`config.mk`:
```
export PLATFORM = sky130hd
export DESIGN_NAME = psc_config_decoder
export DESIGN_NICKNAME = d
export VERILOG_FILES = /design/src/design/psc_pkg.sv /design/src/design/psc_strap_if.sv /design/src/design/psc_config_decoder.sv /design/src/design/psc_strap_latch.sv
export SDC_FILE = /design/constraint.sdc
export NUM_CORES = 1
export LEC_CHECK = 0
export BUFFER_PORTS_ARGS = -buffer_cell sky130_fd_sc_hd__buf_2
export CORE_UTILIZATION = 45
export CTS_CLUSTER_DIAMETER = 40
export DETAILED_ROUTE_END_ITERATION = 6
export GPL_ROUTABILITY_DRIVEN = 1
export PLACE_DENSITY_LB_ADDON = 0.05
export SKIP_LAST_GASP = 1
export SYNTH_ARGS = -nofsm -noshare
export SYNTH_HDL_FRONTEND = slang
export SYNTH_SLANG_ARGS = --single-unit
export TNS_END_PERCENT = 20
```
`constraint.sdc`:
```
create_clock -name sys_clk_in -period 2.9 [get_ports sys_clk_in]
set_input_delay 0.58 -clock sys_clk_in [delete_from_list [all_inputs] [get_ports sys_clk_in]]
set_output_delay 0.58 -clock sys_clk_in [all_outputs]
set_load 0.005 [all_outputs]
```
`src/design/psc_pkg.sv`:
```
// Shared constants, tables and types for the pin-strap configuration decoder
package psc_pkg;

   ////////////////////////////////////////////////////////////////////////////
   // Register offsets (command codes)
   localparam logic [7:0] REG_BASE_ADDR    = 8'h40;
   localparam logic [7:0] REG_ADDR_CTRL    = 8'h42;
   localparam logic [7:0] REG_OVERRIDE     = 8'h5E;
   localparam logic [7:0] REG_OCP_VALUE    = 8'h5F;
   localparam logic [7:0] REG_STRAP_STATUS = 8'h60;
   localparam logic [7:0] REG_ZERO_TABLE   = 8'h62;
   localparam logic [7:0] REG_ZERO_BASE    = 8'h64;

   ////////////////////////////////////////////////////////////////////////////
   // Field positions
   localparam int PMBUS_ADDR_LSB    = 0;
   localparam int I2C_ADDR_LSB      = 8;
   localparam int ADDR_PIN_DIS_BIT  = 6;
   localparam int OVR_DOCP_BIT      = 0;
   localparam int OVR_AOCP_BIT      = 1;
   localparam int OVR_ZERO_BIT      = 2;
   localparam int ZERO_BASE_LSB     = 12;
   localparam int ZERO_TABLE_STRIDE = 4;
   localparam int ZERO_FIELD_W      = 3;
   localparam int NUM_ZERO_IDX      = 5;
   localparam int NUM_BINS          = 16;

   ////////////////////////////////////////////////////////////////////////////
   // Reset values
   localparam logic [15:0] BASE_ADDR_RST = 16'h1010;
   localparam logic [15:0] ADDR_CTRL_RST = 16'h0000;
   localparam logic [15:0] OVERRIDE_RST  = 16'h0000;
   localparam logic [15:0] OCP_VALUE_RST = 16'h001E;
   localparam logic [15:0] ZERO_TABLE_RST = 16'h4321;
   localparam logic [15:0] ZERO_BASE_RST = 16'h0000;

   ////////////////////////////////////////////////////////////////////////////
   // Limits and timing
   localparam logic [3:0] MAX_ADDR_OFFSET = 4'h4;
   localparam logic [3:0] IMAGE_SLOT_ZERO = 4'h0;
   localparam int CLK_PERIOD_NS    = 50;
   localparam int STRAP_SETTLE_NS  = 10000;
   localparam int STRAP_SETTLE_CYC =
      (STRAP_SETTLE_NS + CLK_PERIOD_NS - 1) / CLK_PERIOD_NS;

   ////////////////////////////////////////////////////////////////////////////
   // Bin tables, bin 0 = shorted pin, bin 15 = floating pin
   localparam logic [6:0] OCP_HIGH_A [NUM_BINS] = '{
      7'h0F, 7'h3C, 7'h14, 7'h0A, 7'h0F, 7'h14, 7'h19, 7'h1E,
      7'h28, 7'h32, 7'h19, 7'h3C, 7'h28, 7'h32, 7'h0A, 7'h1E};
   localparam logic [6:0] OCP_LOW_A [NUM_BINS] = '{
      7'h0F, 7'h0F, 7'h14, 7'h0A, 7'h0F, 7'h14, 7'h19, 7'h0A,
      7'h0F, 7'h14, 7'h19, 7'h0A, 7'h0F, 7'h14, 7'h0A, 7'h19};
   localparam logic [2:0] ZERO_IDX_TBL [NUM_BINS] = '{
      3'h0, 3'h4, 3'h2, 3'h0, 3'h1, 3'h1, 3'h2, 3'h2,
      3'h3, 3'h4, 3'h1, 3'h3, 3'h2, 3'h3, 3'h1, 3'h3};
   localparam logic [3:0] ZERO_CAP_PF [NUM_ZERO_IDX] = '{
      4'h1, 4'h2, 4'h4, 4'h6, 4'h8};

   ////////////////////////////////////////////////////////////////////////////
   // Capacitor code to picofarads; codes past the last saturate
   function automatic logic [3:0] psc_cap_pf(input logic [2:0] code);
      logic [3:0] pf;
      pf = ZERO_CAP_PF[NUM_ZERO_IDX-1];
      if (code < 3'(NUM_ZERO_IDX)) begin
         pf = ZERO_CAP_PF[code];
      end
      return pf;
   endfunction : psc_cap_pf

   typedef enum logic [1:0] {
      ST_SETTLE    = 2'b00,
      ST_WAIT_BINS = 2'b01,
      ST_LOAD      = 2'b11,
      ST_DONE      = 2'b10
   } psc_state_e;

endpackage : psc_pkg

```
`src/design/psc_strap_if.sv`:
```
// Latched strap results passed from the latch stage to the decoder
`timescale 1ns/1ps
`default_nettype none
interface psc_strap_if;
   logic [3:0] ilim_bin;
   logic [3:0] addr_bin;
   logic       high_current;
   logic       latched;
   logic       load_pulse;

   modport latch (output ilim_bin, addr_bin, high_current, latched,
                  load_pulse);
   modport use_side (input ilim_bin, addr_bin, high_current, latched,
                     load_pulse);
endinterface : psc_strap_if
`default_nettype wire

```
`src/design/psc_config_decoder.sv`:
```
// Pin-strap configuration decoder: current limit, filter zero, address, image
//
// How it works
// RULE_01 - On the high-current variant each current-limit bin maps to a limit, short 15 A, float 30 A, top 60 A.
// RULE_02 - On the low-current variant a separate map applies, short 15 A, float 25 A, top 25 A.
// RULE_03 - Each current-limit bin also picks a filter-zero index 0..4, default caps 1, 2, 4, 6, 8 pF.
// RULE_04 - The filter-zero setting can be written over the bus at bits 14:12 of register 0x64.
// RULE_05 - Cap codes for index 0 sit in 0x64[14:12] and for indices 1..4 in 0x62 nibbles 0..3.
// RULE_06 - The shared-pin bin becomes the slave-address offset added to the base address.
// RULE_07 - The shared-pin bin k selects stored image k at power-up.
// RULE_08 - The address offset from the shared pin never exceeds 4.
// RULE_09 - Boards must not rely on more than five images or offsets above 4.
// RULE_10 - Images are taken as consecutive from image slot zero, so bin equals position.
// RULE_11 - Strap values apply only while their override bit in 0x5E is 0 (bits 0-1 limit; bit 2 swaps the zero cap, not the index output).
// RULE_12 - With 0x42 bit 6 set the pin offset is dropped but image selection remains.
// RULE_13 - Strap bins are sampled once after reset, before the image load, and held.
`timescale 1ns/1ps
`default_nettype none
module psc_config_decoder
   import psc_pkg::*;
#(
   parameter int SETTLE_CYC = STRAP_SETTLE_CYC
)(
   input  wire logic        sys_clk_in,
   input  wire logic        srst_in,
   input  wire logic [3:0]  ilim_bin_in,
   input  wire logic [3:0]  addr_bin_in,
   input  wire logic        bins_valid_in,
   input  wire logic        high_current_in,
   input  wire logic        reg_wr_in,
   input  wire logic        reg_rd_in,
   input  wire logic [7:0]  reg_addr_in,
   input  wire logic [15:0] reg_wdata_in,
   output logic      [15:0] reg_rdata_out,
   output logic             reg_rvalid_out,
   output logic      [6:0]  overcurrent_limit_out,
   output logic      [2:0]  filter_zero_index_out,
   output logic      [3:0]  filter_zero_cap_pf_out,
   output logic      [3:0]  address_offset_out,
   output logic      [6:0]  pmbus_address_out,
   output logic      [6:0]  i2c_address_out,
   output logic      [3:0]  image_select_out,
   output logic             image_load_out,
   output logic             config_valid_out
);

   psc_strap_if strap ();

   logic [15:0] base_addr_reg;
   logic [15:0] addr_ctrl_reg;
   logic [15:0] override_reg;
   logic [15:0] ocp_value_reg;
   logic [15:0] zero_table_reg;
   logic [15:0] zero_base_reg;
   logic [2:0]  zero_code [NUM_ZERO_IDX];
   logic [6:0]  ocp_strap;
   logic [2:0]  zero_idx_strap;
   logic [2:0]  zero_code_sel;
   logic [3:0]  offset_clamped;
   logic [3:0]  offset_eff;
   logic        ocp_override;
   logic [15:0] rdata_next;

   ////////////////////////////////////////////////////////////////////////////
   // Strap sampling stage
   psc_strap_latch #(
      .SETTLE_CYC      (SETTLE_CYC)
   ) u_latch (
      .sys_clk_in      (sys_clk_in),
      .srst_in         (srst_in),
      .ilim_bin_in     (ilim_bin_in),
      .addr_bin_in     (addr_bin_in),
      .bins_valid_in   (bins_valid_in),
      .high_current_in (high_current_in),
      .strap           (strap.latch)
   );

   ////////////////////////////////////////////////////////////////////////////
   // Register writes, one process per register
   always_ff @(posedge sys_clk_in) begin
      if (srst_in) begin
         base_addr_reg <= BASE_ADDR_RST;
      end else if (reg_wr_in && reg_addr_in == REG_BASE_ADDR) begin
         base_addr_reg <= reg_wdata_in;
      end
   end

   always_ff @(posedge sys_clk_in) begin
      if (srst_in) begin
         addr_ctrl_reg <= ADDR_CTRL_RST;
      end else if (reg_wr_in && reg_addr_in == REG_ADDR_CTRL) begin
         addr_ctrl_reg <= reg_wdata_in;
      end
   end

   always_ff @(posedge sys_clk_in) begin
      if (srst_in) begin
         override_reg <= OVERRIDE_RST;
      end else if (reg_wr_in && reg_addr_in == REG_OVERRIDE) begin
         override_reg <= reg_wdata_in;
      end
   end

   always_ff @(posedge sys_clk_in) begin
      if (srst_in) begin
         ocp_value_reg <= OCP_VALUE_RST;
      end else if (reg_wr_in && reg_addr_in == REG_OCP_VALUE) begin
         ocp_value_reg <= reg_wdata_in;
      end
   end

   // Cap codes for filter-zero indices 1 to 4
   always_ff @(posedge sys_clk_in) begin
      if (srst_in) begin
         zero_table_reg <= ZERO_TABLE_RST;
      end else if (reg_wr_in && reg_addr_in == REG_ZERO_TABLE) begin
         zero_table_reg <= reg_wdata_in; // RULE_05
      end
   end

   // Cap code for index 0, also the bus-written zero setting
   always_ff @(posedge sys_clk_in) begin
      if (srst_in) begin
         zero_base_reg <= ZERO_BASE_RST;
      end else if (reg_wr_in && reg_addr_in == REG_ZERO_BASE) begin
         zero_base_reg <= reg_wdata_in; // RULE_04
      end
   end

   ////////////////////////////////////////////////////////////////////////////
   // Per-index cap code fields: index 0 in 0x64, the rest packed in 0x62
   generate
      for (genvar i = 0; i < NUM_ZERO_IDX; i++) begin : g_zero
         if (i == 0) begin : g_base
            assign zero_code[i] =
               zero_base_reg[ZERO_BASE_LSB +: ZERO_FIELD_W]; // RULE_05
         end else begin : g_tab
            assign zero_code[i] = zero_table_reg[(i - 1) * ZERO_TABLE_STRIDE
                                  +: ZERO_FIELD_W]; // RULE_05
         end
      end
   endgenerate

   ////////////////////////////////////////////////////////////////////////////
   // Strap decode from the latched bins
   assign ocp_strap = strap.high_current ?
                      OCP_HIGH_A[strap.ilim_bin] : // RULE_01
                      OCP_LOW_A[strap.ilim_bin];   // RULE_02
   assign zero_idx_strap = ZERO_IDX_TBL[strap.ilim_bin]; // RULE_03
   assign ocp_override   = override_reg[OVR_DOCP_BIT] |
                           override_reg[OVR_AOCP_BIT]; // RULE_11
   // Override bit set means the bus value wins over the strap table
   assign zero_code_sel  = override_reg[OVR_ZERO_BIT] ?
                           zero_code[0] :               // RULE_04
                           zero_code[zero_idx_strap];   // RULE_11

   // Boards wanting larger offsets need other parts, so the clamp is safe
   assign offset_clamped = (strap.addr_bin > MAX_ADDR_OFFSET) ?
                           MAX_ADDR_OFFSET : strap.addr_bin; // RULE_08 RULE_09
   assign offset_eff     = addr_ctrl_reg[ADDR_PIN_DIS_BIT] ?
                           4'h0 : offset_clamped; // RULE_12

   ////////////////////////////////////////////////////////////////////////////
   // Current limit; zero until the straps are latched
   always_ff @(posedge sys_clk_in) begin
      if (srst_in || !strap.latched) begin
         overcurrent_limit_out <= 7'h00;
      end else if (ocp_override) begin
         overcurrent_limit_out <= ocp_value_reg[6:0];
      end else begin
         overcurrent_limit_out <= ocp_strap; // RULE_01 RULE_02
      end
   end

   // Filter-zero index and its capacitance
   always_ff @(posedge sys_clk_in) begin
      if (srst_in || !strap.latched) begin
         filter_zero_index_out  <= 3'h0;
         filter_zero_cap_pf_out <= 4'h0;
      end else begin
         filter_zero_index_out  <= zero_idx_strap; // RULE_03
         filter_zero_cap_pf_out <= psc_cap_pf(zero_code_sel); // RULE_03
      end
   end

   // Effective slave addresses, base plus pin offset
   always_ff @(posedge sys_clk_in) begin
      if (srst_in) begin
         address_offset_out <= 4'h0;
         pmbus_address_out  <= 7'h00;
         i2c_address_out    <= 7'h00;
      end else begin
         address_offset_out <= offset_eff; // RULE_06
         pmbus_address_out  <= 7'(base_addr_reg[PMBUS_ADDR_LSB +: 7]
                               + {3'h0, offset_eff}); // RULE_06
         i2c_address_out    <= 7'(base_addr_reg[I2C_ADDR_LSB +: 7]
                               + {3'h0, offset_eff}); // RULE_06
      end
   end

   // Image pick: position counted from slot zero, so bin k is image k
   always_ff @(posedge sys_clk_in) begin
      if (srst_in) begin
         image_select_out <= IMAGE_SLOT_ZERO;
         image_load_out   <= 1'b0;
         config_valid_out <= 1'b0;
      end else begin
         image_select_out <= IMAGE_SLOT_ZERO + strap.addr_bin; // RULE_07 RULE_10
         image_load_out   <= strap.load_pulse; // RULE_13
         config_valid_out <= strap.latched;
      end
   end

   ////////////////////////////////////////////////////////////////////////////
   // Read mux; unmapped offsets read zero
   always_comb begin
      rdata_next = 16'h0000;
      case (reg_addr_in)
         REG_BASE_ADDR:    rdata_next = base_addr_reg;
         REG_ADDR_CTRL:    rdata_next = addr_ctrl_reg;
         REG_OVERRIDE:     rdata_next = override_reg;
         REG_OCP_VALUE:    rdata_next = ocp_value_reg;
         REG_ZERO_TABLE:   rdata_next = zero_table_reg;
         REG_ZERO_BASE:    rdata_next = zero_base_reg;
         REG_STRAP_STATUS: rdata_next = {6'h00, strap.latched,
                                         strap.high_current, strap.addr_bin,
                                         strap.ilim_bin};
         default:          rdata_next = 16'h0000;
      endcase
   end

   // Read data registered, valid one cycle after the read strobe
   always_ff @(posedge sys_clk_in) begin
      if (srst_in) begin
         reg_rdata_out  <= 16'h0000;
         reg_rvalid_out <= 1'b0;
      end else begin
         reg_rvalid_out <= reg_rd_in;
         if (reg_rd_in) begin
            reg_rdata_out <= rdata_next;
         end
      end
   end

   ////////////////////////////////////////////////////////////////////////////
   // Checks
   a_ocp_high_map : assert property (@(posedge sys_clk_in) disable iff
      (srst_in) strap.latched && strap.high_current && !ocp_override
      |=> overcurrent_limit_out == OCP_HIGH_A[$past(strap.ilim_bin)]) // RULE_01
      else $error("high variant limit wrong");

   a_ocp_low_map : assert property (@(posedge sys_clk_in) disable iff
      (srst_in) strap.latched && !strap.high_current && !ocp_override
      |=> overcurrent_limit_out <= 7'h19) // RULE_02
      else $error("low variant limit above 25 A");

   a_zero_index : assert property (@(posedge sys_clk_in) disable iff
      (srst_in) strap.latched |=> filter_zero_index_out <= 3'h4 &&
      filter_zero_index_out == ZERO_IDX_TBL[$past(strap.ilim_bin)]) // RULE_03
      else $error("filter zero index wrong");

   a_zero_bus : assert property (@(posedge sys_clk_in) disable iff
      (srst_in) strap.latched && override_reg[OVR_ZERO_BIT] |=>
      filter_zero_cap_pf_out == psc_cap_pf($past(zero_code[0]))) // RULE_04
      else $error("bus zero setting ignored");

   a_zero_table : assert property (@(posedge sys_clk_in) disable iff
      (srst_in) reg_wr_in && reg_addr_in == REG_ZERO_TABLE |=>
      zero_code[1] == $past(reg_wdata_in[2:0]) &&
      zero_code[4] == $past(reg_wdata_in[14:12])) // RULE_05
      else $error("zero table field misplaced");

   a_addr_offset : assert property (@(posedge sys_clk_in) disable iff
      (srst_in) !addr_ctrl_reg[ADDR_PIN_DIS_BIT] && strap.addr_bin < 4'h5
      |=> address_offset_out == $past(strap.addr_bin)) // RULE_06
      else $error("address offset not equal to bin");

   a_image_pick : assert property (@(posedge sys_clk_in) disable iff
      (srst_in) strap.load_pulse |=> image_load_out &&
      image_select_out == $past(strap.addr_bin)) // RULE_07
      else $error("image select not equal to bin");

   a_offset_clamp : assert property (@(posedge sys_clk_in) disable iff
      (srst_in) address_offset_out <= MAX_ADDR_OFFSET) // RULE_08
      else $error("address offset above 4");

   a_strap_gated : assert property (@(posedge sys_clk_in) disable iff
      (srst_in) strap.latched && ocp_override |=>
      overcurrent_limit_out == $past(ocp_value_reg[6:0])) // RULE_11
      else $error("override not applied to limit");

   a_pin_disable : assert property (@(posedge sys_clk_in) disable iff
      (srst_in) addr_ctrl_reg[ADDR_PIN_DIS_BIT] |=>
      pmbus_address_out == $past(base_addr_reg[6:0])) // RULE_12
      else $error("pin offset not dropped");

endmodule : psc_config_decoder
`default_nettype wire

```
`src/design/psc_strap_latch.sv`:
```
// One-shot sampler of the strap bins after power-on reset
`timescale 1ns/1ps
`default_nettype none
module psc_strap_latch
   import psc_pkg::*;
#(
   parameter int SETTLE_CYC = STRAP_SETTLE_CYC
)(
   input  wire logic       sys_clk_in,
   input  wire logic       srst_in,
   input  wire logic [3:0] ilim_bin_in,
   input  wire logic [3:0] addr_bin_in,
   input  wire logic       bins_valid_in,
   input  wire logic       high_current_in,
   psc_strap_if.latch      strap
);

   psc_state_e  state_reg;
   logic [15:0] settle_reg;

   ////////////////////////////////////////////////////////////////////////////
   // Sequencer: settle, sample once, request image load, then hold
   always_ff @(posedge sys_clk_in) begin
      if (srst_in) begin
         state_reg <= ST_SETTLE;
      end else begin
         case (state_reg)
            ST_SETTLE: begin
               if (settle_reg == 16'(SETTLE_CYC - 1)) begin
                  state_reg <= ST_WAIT_BINS;
               end
            end
            ST_WAIT_BINS: begin
               if (bins_valid_in) begin
                  state_reg <= ST_LOAD; // RULE_13
               end
            end
            ST_LOAD: state_reg <= ST_DONE;
            ST_DONE: state_reg <= ST_DONE; // Held until next power-up
            default: state_reg <= ST_SETTLE;
         endcase
      end
   end

   // Settle counter lets the measured bins stabilise before sampling
   always_ff @(posedge sys_clk_in) begin
      if (srst_in) begin
         settle_reg <= 16'h0000;
      end else if (state_reg == ST_SETTLE) begin
         settle_reg <= settle_reg + 16'h0001;
      end
   end

   // Capture bins and variant strap exactly once, after reset release
   always_ff @(posedge sys_clk_in) begin
      if (srst_in) begin
         strap.ilim_bin     <= 4'h0;
         strap.addr_bin     <= 4'h0;
         strap.high_current <= 1'b0;
      end else if (state_reg == ST_WAIT_BINS && bins_valid_in) begin
         strap.ilim_bin     <= ilim_bin_in; // RULE_13
         strap.addr_bin     <= addr_bin_in; // RULE_13
         strap.high_current <= high_current_in;
      end
   end

   // Load request is one cycle, ahead of any later use of the values
   always_ff @(posedge sys_clk_in) begin
      if (srst_in) begin
         strap.latched    <= 1'b0;
         strap.load_pulse <= 1'b0;
      end else begin
         strap.load_pulse <= (state_reg == ST_WAIT_BINS) && bins_valid_in;
         if (state_reg == ST_WAIT_BINS && bins_valid_in) begin
            strap.latched <= 1'b1; // RULE_13
         end
      end
   end

   a_sample_once : assert property (@(posedge sys_clk_in) disable iff
      (srst_in) strap.latched |=> $stable(strap.ilim_bin) &&
      $stable(strap.addr_bin)) // RULE_13
      else $error("strap bins changed after latch");

endmodule : psc_strap_latch
`default_nettype wire

```
==> results of run 1 <==
[worst max-delay path: stages, from the launching register on]
cell and delay (ns):
dfxtp_1 0.33, inv_1 0.13, ha_1 0.44, mux4_2 0.60
a2111oi_0 0.64, nor2_1 0.11, nor2_1 0.13
[power by group through the flow]
| stage | logic, W | clock network (W) | registers, W |
|---|---|---|---|
| global placement | 0.000183 | 0 | 0.00254 |
| detailed placement | 0.000183 | 0 | 0.00254 |
| finish | 0.000184 | 0.00237 | 0.00249 |
| floorplan | 0.0000957 | 0 | 0.00254 |
| CTS | 0.000183 | 0.00241 | 0.00249 |
| global route | 0.000199 | 0.00254 | 0.00249 |
[cell type report]
type	instances	area (µm²)	share of cell area
sequential	180	3600	0.388
multi-input combinational	663	4050	0.436
clock buffer	22	474	0.0511
timing repair buffer	120	686	0.0738
inverter	18	67.6	0.00728
clock inverter	9	128	0.0137
tap	225	282	0.0303
[cells by family after synthesis]
group | synth area share
compound gates | 0.133
buf+inv | 0.0417
other cells | 0.000470
xor+xnor | 0.0242
flops | 0.452
mux | 0.109
fa+ha+maj | 0.0301
simple gates | 0.209
[layer usage]
layer,global-route usage,up-vias,part of all wire
met2,0.390,187,0.46
met3,0.0447,32,0.047
met4,0.0818,0,0.022
met5,0,-,0
met1,0.335,3139,0.47
li1,-,3341,-
[worst max path at each step]
stage,start,to,slack (ns),cells after the start
final,u_latch.strap.ilim_bin[0],filter_zero_cap_pf_out[2],0.45,6
after global routing,u_latch.strap.ilim_bin[0],filter_zero_cap_pf_out[2],0.26,6
after CTS,u_latch.strap.ilim_bin[0],filter_zero_cap_pf_out[2],0.45,6
after detailed placement,reg_addr_in[3],addr_ctrl_reg[9],0.43,6
after global placement,reg_addr_in[1],reg_rdata_out[0],0.46,7
after floorplan,u_latch.strap.ilim_bin[0],filter_zero_cap_pf_out[0],0.49,8
[cell usage after synthesis, drive strengths merged (6+ instances only)]
cell / number / area, µm²
xor2: 13 / 114
nand2: 129 / 484
buf: 24 / 133
nor2: 103 / 394
nor2b: 18 / 113
dfxtp: 180 / 3600
clkbuf: 35 / 133
a21o: 6 / 45.0
nand3: 49 / 245
and3: 11 / 68.8
inv: 18 / 67.6
mux2i: 78 / 781
nor3: 15 / 91.3
o22ai: 9 / 56.3
ha: 16 / 200
nand2b: 7 / 43.8
a21oi: 79 / 395
a211o: 6 / 52.6
a211oi: 10 / 75.1
o21ai: 29 / 145
xnor2: 9 / 78.8
or3: 6 / 42.5
[cells in the final DEF (no fill, tap or decap), drive strengths merged, types with 6 or more instances in the layout]
cell,count
a211o,6
a211oi,10
a21o,6
a21oi,79
and3,11
buf,120
clkbuf,22
dfxtp,180
ha,16
inv,18
mux2i,78
nand2,129
nand2b,7
nand3,49
nor2,103
nor2b,18
nor3,15
o21ai,29
o22ai,9
or3,6
xnor2,9
xor2,13
[stage by stage]
step	setup WS (ns)	cells
floorplan	0.488	920
global placement	0.461	1206
detailed placement	0.427	1206
CTS	0.451	1237
global route	0.264	1237
finish	0.452	1237
==> impl_metrics.ini, run 1 <==
[floorplan]
fp.dieW_um = 135
die_h_um = 135
fp-row-count = 48
pin_count = 93
initial_core_util = 0.461
dieArea_um2 = 18300
core-area_um2 = 17300

[clocking]
clkLatencyLatePin_ns = 0.43
clkTransAtPathRegs_ns = 0.06
cts_tree = built
clockRootBuffer = clkbuf_16
cts-htree-levels = 4
cts_hold_buf = 0
cts_resized = 0
cts-buffers-inserted = 17
clkSinkCount = 180
cts_setup_buffers = 0
cts_buffer_depth = 2

[power]
p_int_w = 0.00396
swShare = 0.216
power.share.clock = 0.471
finalPower_w = 0.00504
switching_power_w = 0.00109
pwr-share-seq = 0.493
power.density_nw_per_um2 = 543
ir_worst_vdd_uv = 431
p_leak_nw = 3.76
combPwrFrac = 0.036

[worst_setup_path]
critPathMaxFanout = 9
cp-end-kind = register
reg2reg_setup_slack_ns = 0.45
crit_type = register to register
cp_data_required_time_ns = 3.26
cp.arrival_ns = 2.81
r2r-end = filter_zero_cap_pf_out[2]
worst-r2r-cell-count = 6
crit_path_start_kind = register
r2r-start = u_latch.strap.ilim_bin[0]

[drt]
via_per_inst = 5.42
routed_wl_um = 21500
num_vias = 6699
drt_iter0_markers = 449
drt_first_pass_iters = 5
wl_per_cell_um = 17.3
ant_nets = 0
route.detailed.drc = 0

[timing]
tns_ns = 0
fin_crit_ns = 2.45
grt_setup_unrepaired = no
worst_pin_slew_ns = 0.930
period_share = 0.844
fin_hold_ws_ns = 0.383
slew_headroom = 0.377
clock.fmax_mhz = 409
final-setup-viol-count = 0
finalHoldViolCount = 0
fin_skew_ns = 0.00441
slew_violations = 0

[layout]
drive_above_1_share = 0.160
final.fill_count = 1688
finish.instance_area_um2 = 9290
antennaDiodeCount = 0
fin_util = 0.537
nNetsFinal = 1056
area_growth_pct = 16.4

[placement]
gp_congestion = 0.851
io_buffers = 92
dp_hpwl_um = 15400
placed_area_um2 = 8680

[synth]
async_reset_ff_frac = 0
synth_edf_count = 0
yosysWarningCount = 0
synthFlopType = dfxtp_1
synth_cell_types = 61
ys_seq_area_frac = 0.452
syn-mean-instance-area_um2 = 8.69
synth_seq_cells = 180
syn_area_um2 = 7970
netlist_instances = 918

[grt]
track_usage = 0.246
grt-ovfl-total = 0
antenna_found_initial = 0
grt_pass1_wl_um = 34100
first_global_vias = 6136
grt_max_degree = 98

[job]
cap_violations = 0

[min_path]
holdPathEnd = u_latch.strap.addr_bin[3]
hold_start = addr_bin_in[3]
hp-class = input pin to register
holdPathStages = 2

[status]
status = complete, no violations
No activity file was read; power rests on OpenSTA's default activity.
==> run 2, diff against run 1 <==
==> constraint.sdc (replaced) <==
create_clock -name sys_clk_in -period 2.1 [get_ports sys_clk_in]
set_input_delay 0.42 -clock sys_clk_in [delete_from_list [all_inputs] [get_ports sys_clk_in]]
set_output_delay 0.42 -clock sys_clk_in [all_outputs]
set_load 0.005 [all_outputs]
==> run 2 against run 1 <==
Effect of this change: clock skew rose by 0.0028 ns; fmax up 17%; count of clock-buffer cells in the layout down 4; routed wire length up 8.1%; die area stayed put; critical path depth grew 2; register-to-register slack worse by 0.44 ns; hold slack got worse by 0.15 ns; sequential share of layout area down 2.6 points; via count grew 4.3%.
==> impl_metrics.ini, run 2 (same netlist as run 1, synthesis figures left out) <==
[status]
status = complete, no violations

[grt]
grt_max_degree = 81
first_global_vias = 6556
grt-ovfl-total = 0
grt_pass1_wl_um = 35900
track_usage = 0.261
antenna_found_initial = 0

[worst_setup_path]
critPathMaxFanout = 7
worst-r2r-cell-count = 8
cp-end-kind = register
crit_type = register to register
cp.arrival_ns = 2.39
cp_data_required_time_ns = 2.41
crit_path_start_kind = register

[job]
cap_violations = 0

[clocking]
clkTransAtPathRegs_ns = 0.07
cts_tree = built
cts_buffer_depth = 2
clockRootBuffer = clkbuf_16
clkLatencyLatePin_ns = 0.43
clkSinkCount = 180
cts-buffers-inserted = 17
cts-htree-levels = 4
cts_hold_buf = 0

[power]
p_leak_nw = 4.13
power.density_nw_per_um2 = 731
ir_worst_vdd_uv = 735
finalPower_w = 0.00729

[layout]
area_growth_pct = 25.1
drive_above_1_share = 0.233
fin_util = 0.577
layout_commonest_cell = dfxtp_1
finish.instance_area_um2 = 9980
antennaDiodeCount = 0
multi_input_area_um2 = 4140
final-seq-area_um2 = 3610
final.fill_count = 1623
nNetsFinal = 1117
final_cell_mix = dfxtp_1 (176), nand2_1 (129), nor2_1 (102)

[floorplan]
die_h_um = 135
fp.dieW_um = 135
pin_count = 93
fp-row-count = 48
initial_core_util = 0.461
core-area_um2 = 17300
dieArea_um2 = 18300

[timing]
clock.fmax_mhz = 480
worst_pin_slew_ns = 1.02
period_share = 0.993
fin_crit_ns = 2.08
final-setup-viol-count = 0
fin_hold_ws_ns = 0.230
slew_violations = 0
grt_setup_unrepaired = yes
setup_slack_ns = 0.0155
fin_skew_ns = 0.00720
finalHoldViolCount = 0
slew_headroom = 0.317

[drt]
routed_wl_um = 23200
drt_first_pass_iters = 5
wl_per_cell_um = 17.9
drt_iter0_markers = 494
route.detailed.drc = 0
num_vias = 6984
via_per_inst = 5.38
ant_nets = 0

[min_path]
hp-class = input pin to register
holdPathStages = 2

[placement]
placed_area_um2 = 9190
dp_hpwl_um = 16700
place_ws_ns = -0.106
io_buffers = 92
gp_congestion = 0.871
## run 2: cell type report
type / instances / share of cell area
Timing Repair Buffer: 181 / 0.121
Clock buffer: 18 / 0.0440
Tap cell: 225 / 0.0282
Sequential cell: 180 / 0.362
Multi-Input combinational cell: 663 / 0.415
Inverter: 18 / 0.00752
Clock inverter: 14 / 0.0224
## run 2: path summary, 6_finish.rpt
check | startpoint | end | slack [ns]
setup / recovery | u_latch.strap.ilim_bin[0] | filter_zero_cap_pf_out[0] | 0.02
hold reg to reg | reg_rdata_out[15] | reg_rdata_out[15] | 0.45
setup reg to reg | u_latch.strap.ilim_bin[0] | filter_zero_cap_pf_out[0] | 0.02
hold / removal | addr_bin_in[1] | u_latch.strap.addr_bin[1] | 0.23
## run 2: metal layers
metal | routed length (µm) | GRT usage
met1 | 10800 | 0.356
met3 | 1170 | 0.0447
met5 | 0 | 0
met4 | 540 | 0.0855
met2 | 10700 | 0.418
## run 2: through the flow
step	instances	setup TNS [ns]
2_1_floorplan	920	-0.222
3_3_place_gp	1262	-0.921
3_5_place_dp	1262	-1.35
4_1_cts	1295	-0.0350
5_1_grt	1299	-0.324
6_report	1299	0
## run 2: critical path, cell delays in order, from the launching register on
cell     delay (ns)
dfxtp_4        0.38
inv_6          0.05
ha_4           0.23
mux4_2         0.54
buf_4          0.17
nor3_1         0.21
o41ai_2        0.10
buf_4          0.15
nor4b_1        0.13
## run 2: repair_timing
item / in CTS / in global routing
setup buffers: 1 / 4
setup endpoints to repair: 7 / 10
endpoints found under the hold margin: 0 / 0
gates cloned: 0 / 0
pin swaps: 2 / 5
gates resized for setup: 7 / 21
## run 2: power breakdown
part           internal, W  switching, W
Combinational    0.0000995      0.000181
Sequential         0.00342    0.00000844
Clock              0.00216       0.00141
Total              0.00569       0.00160
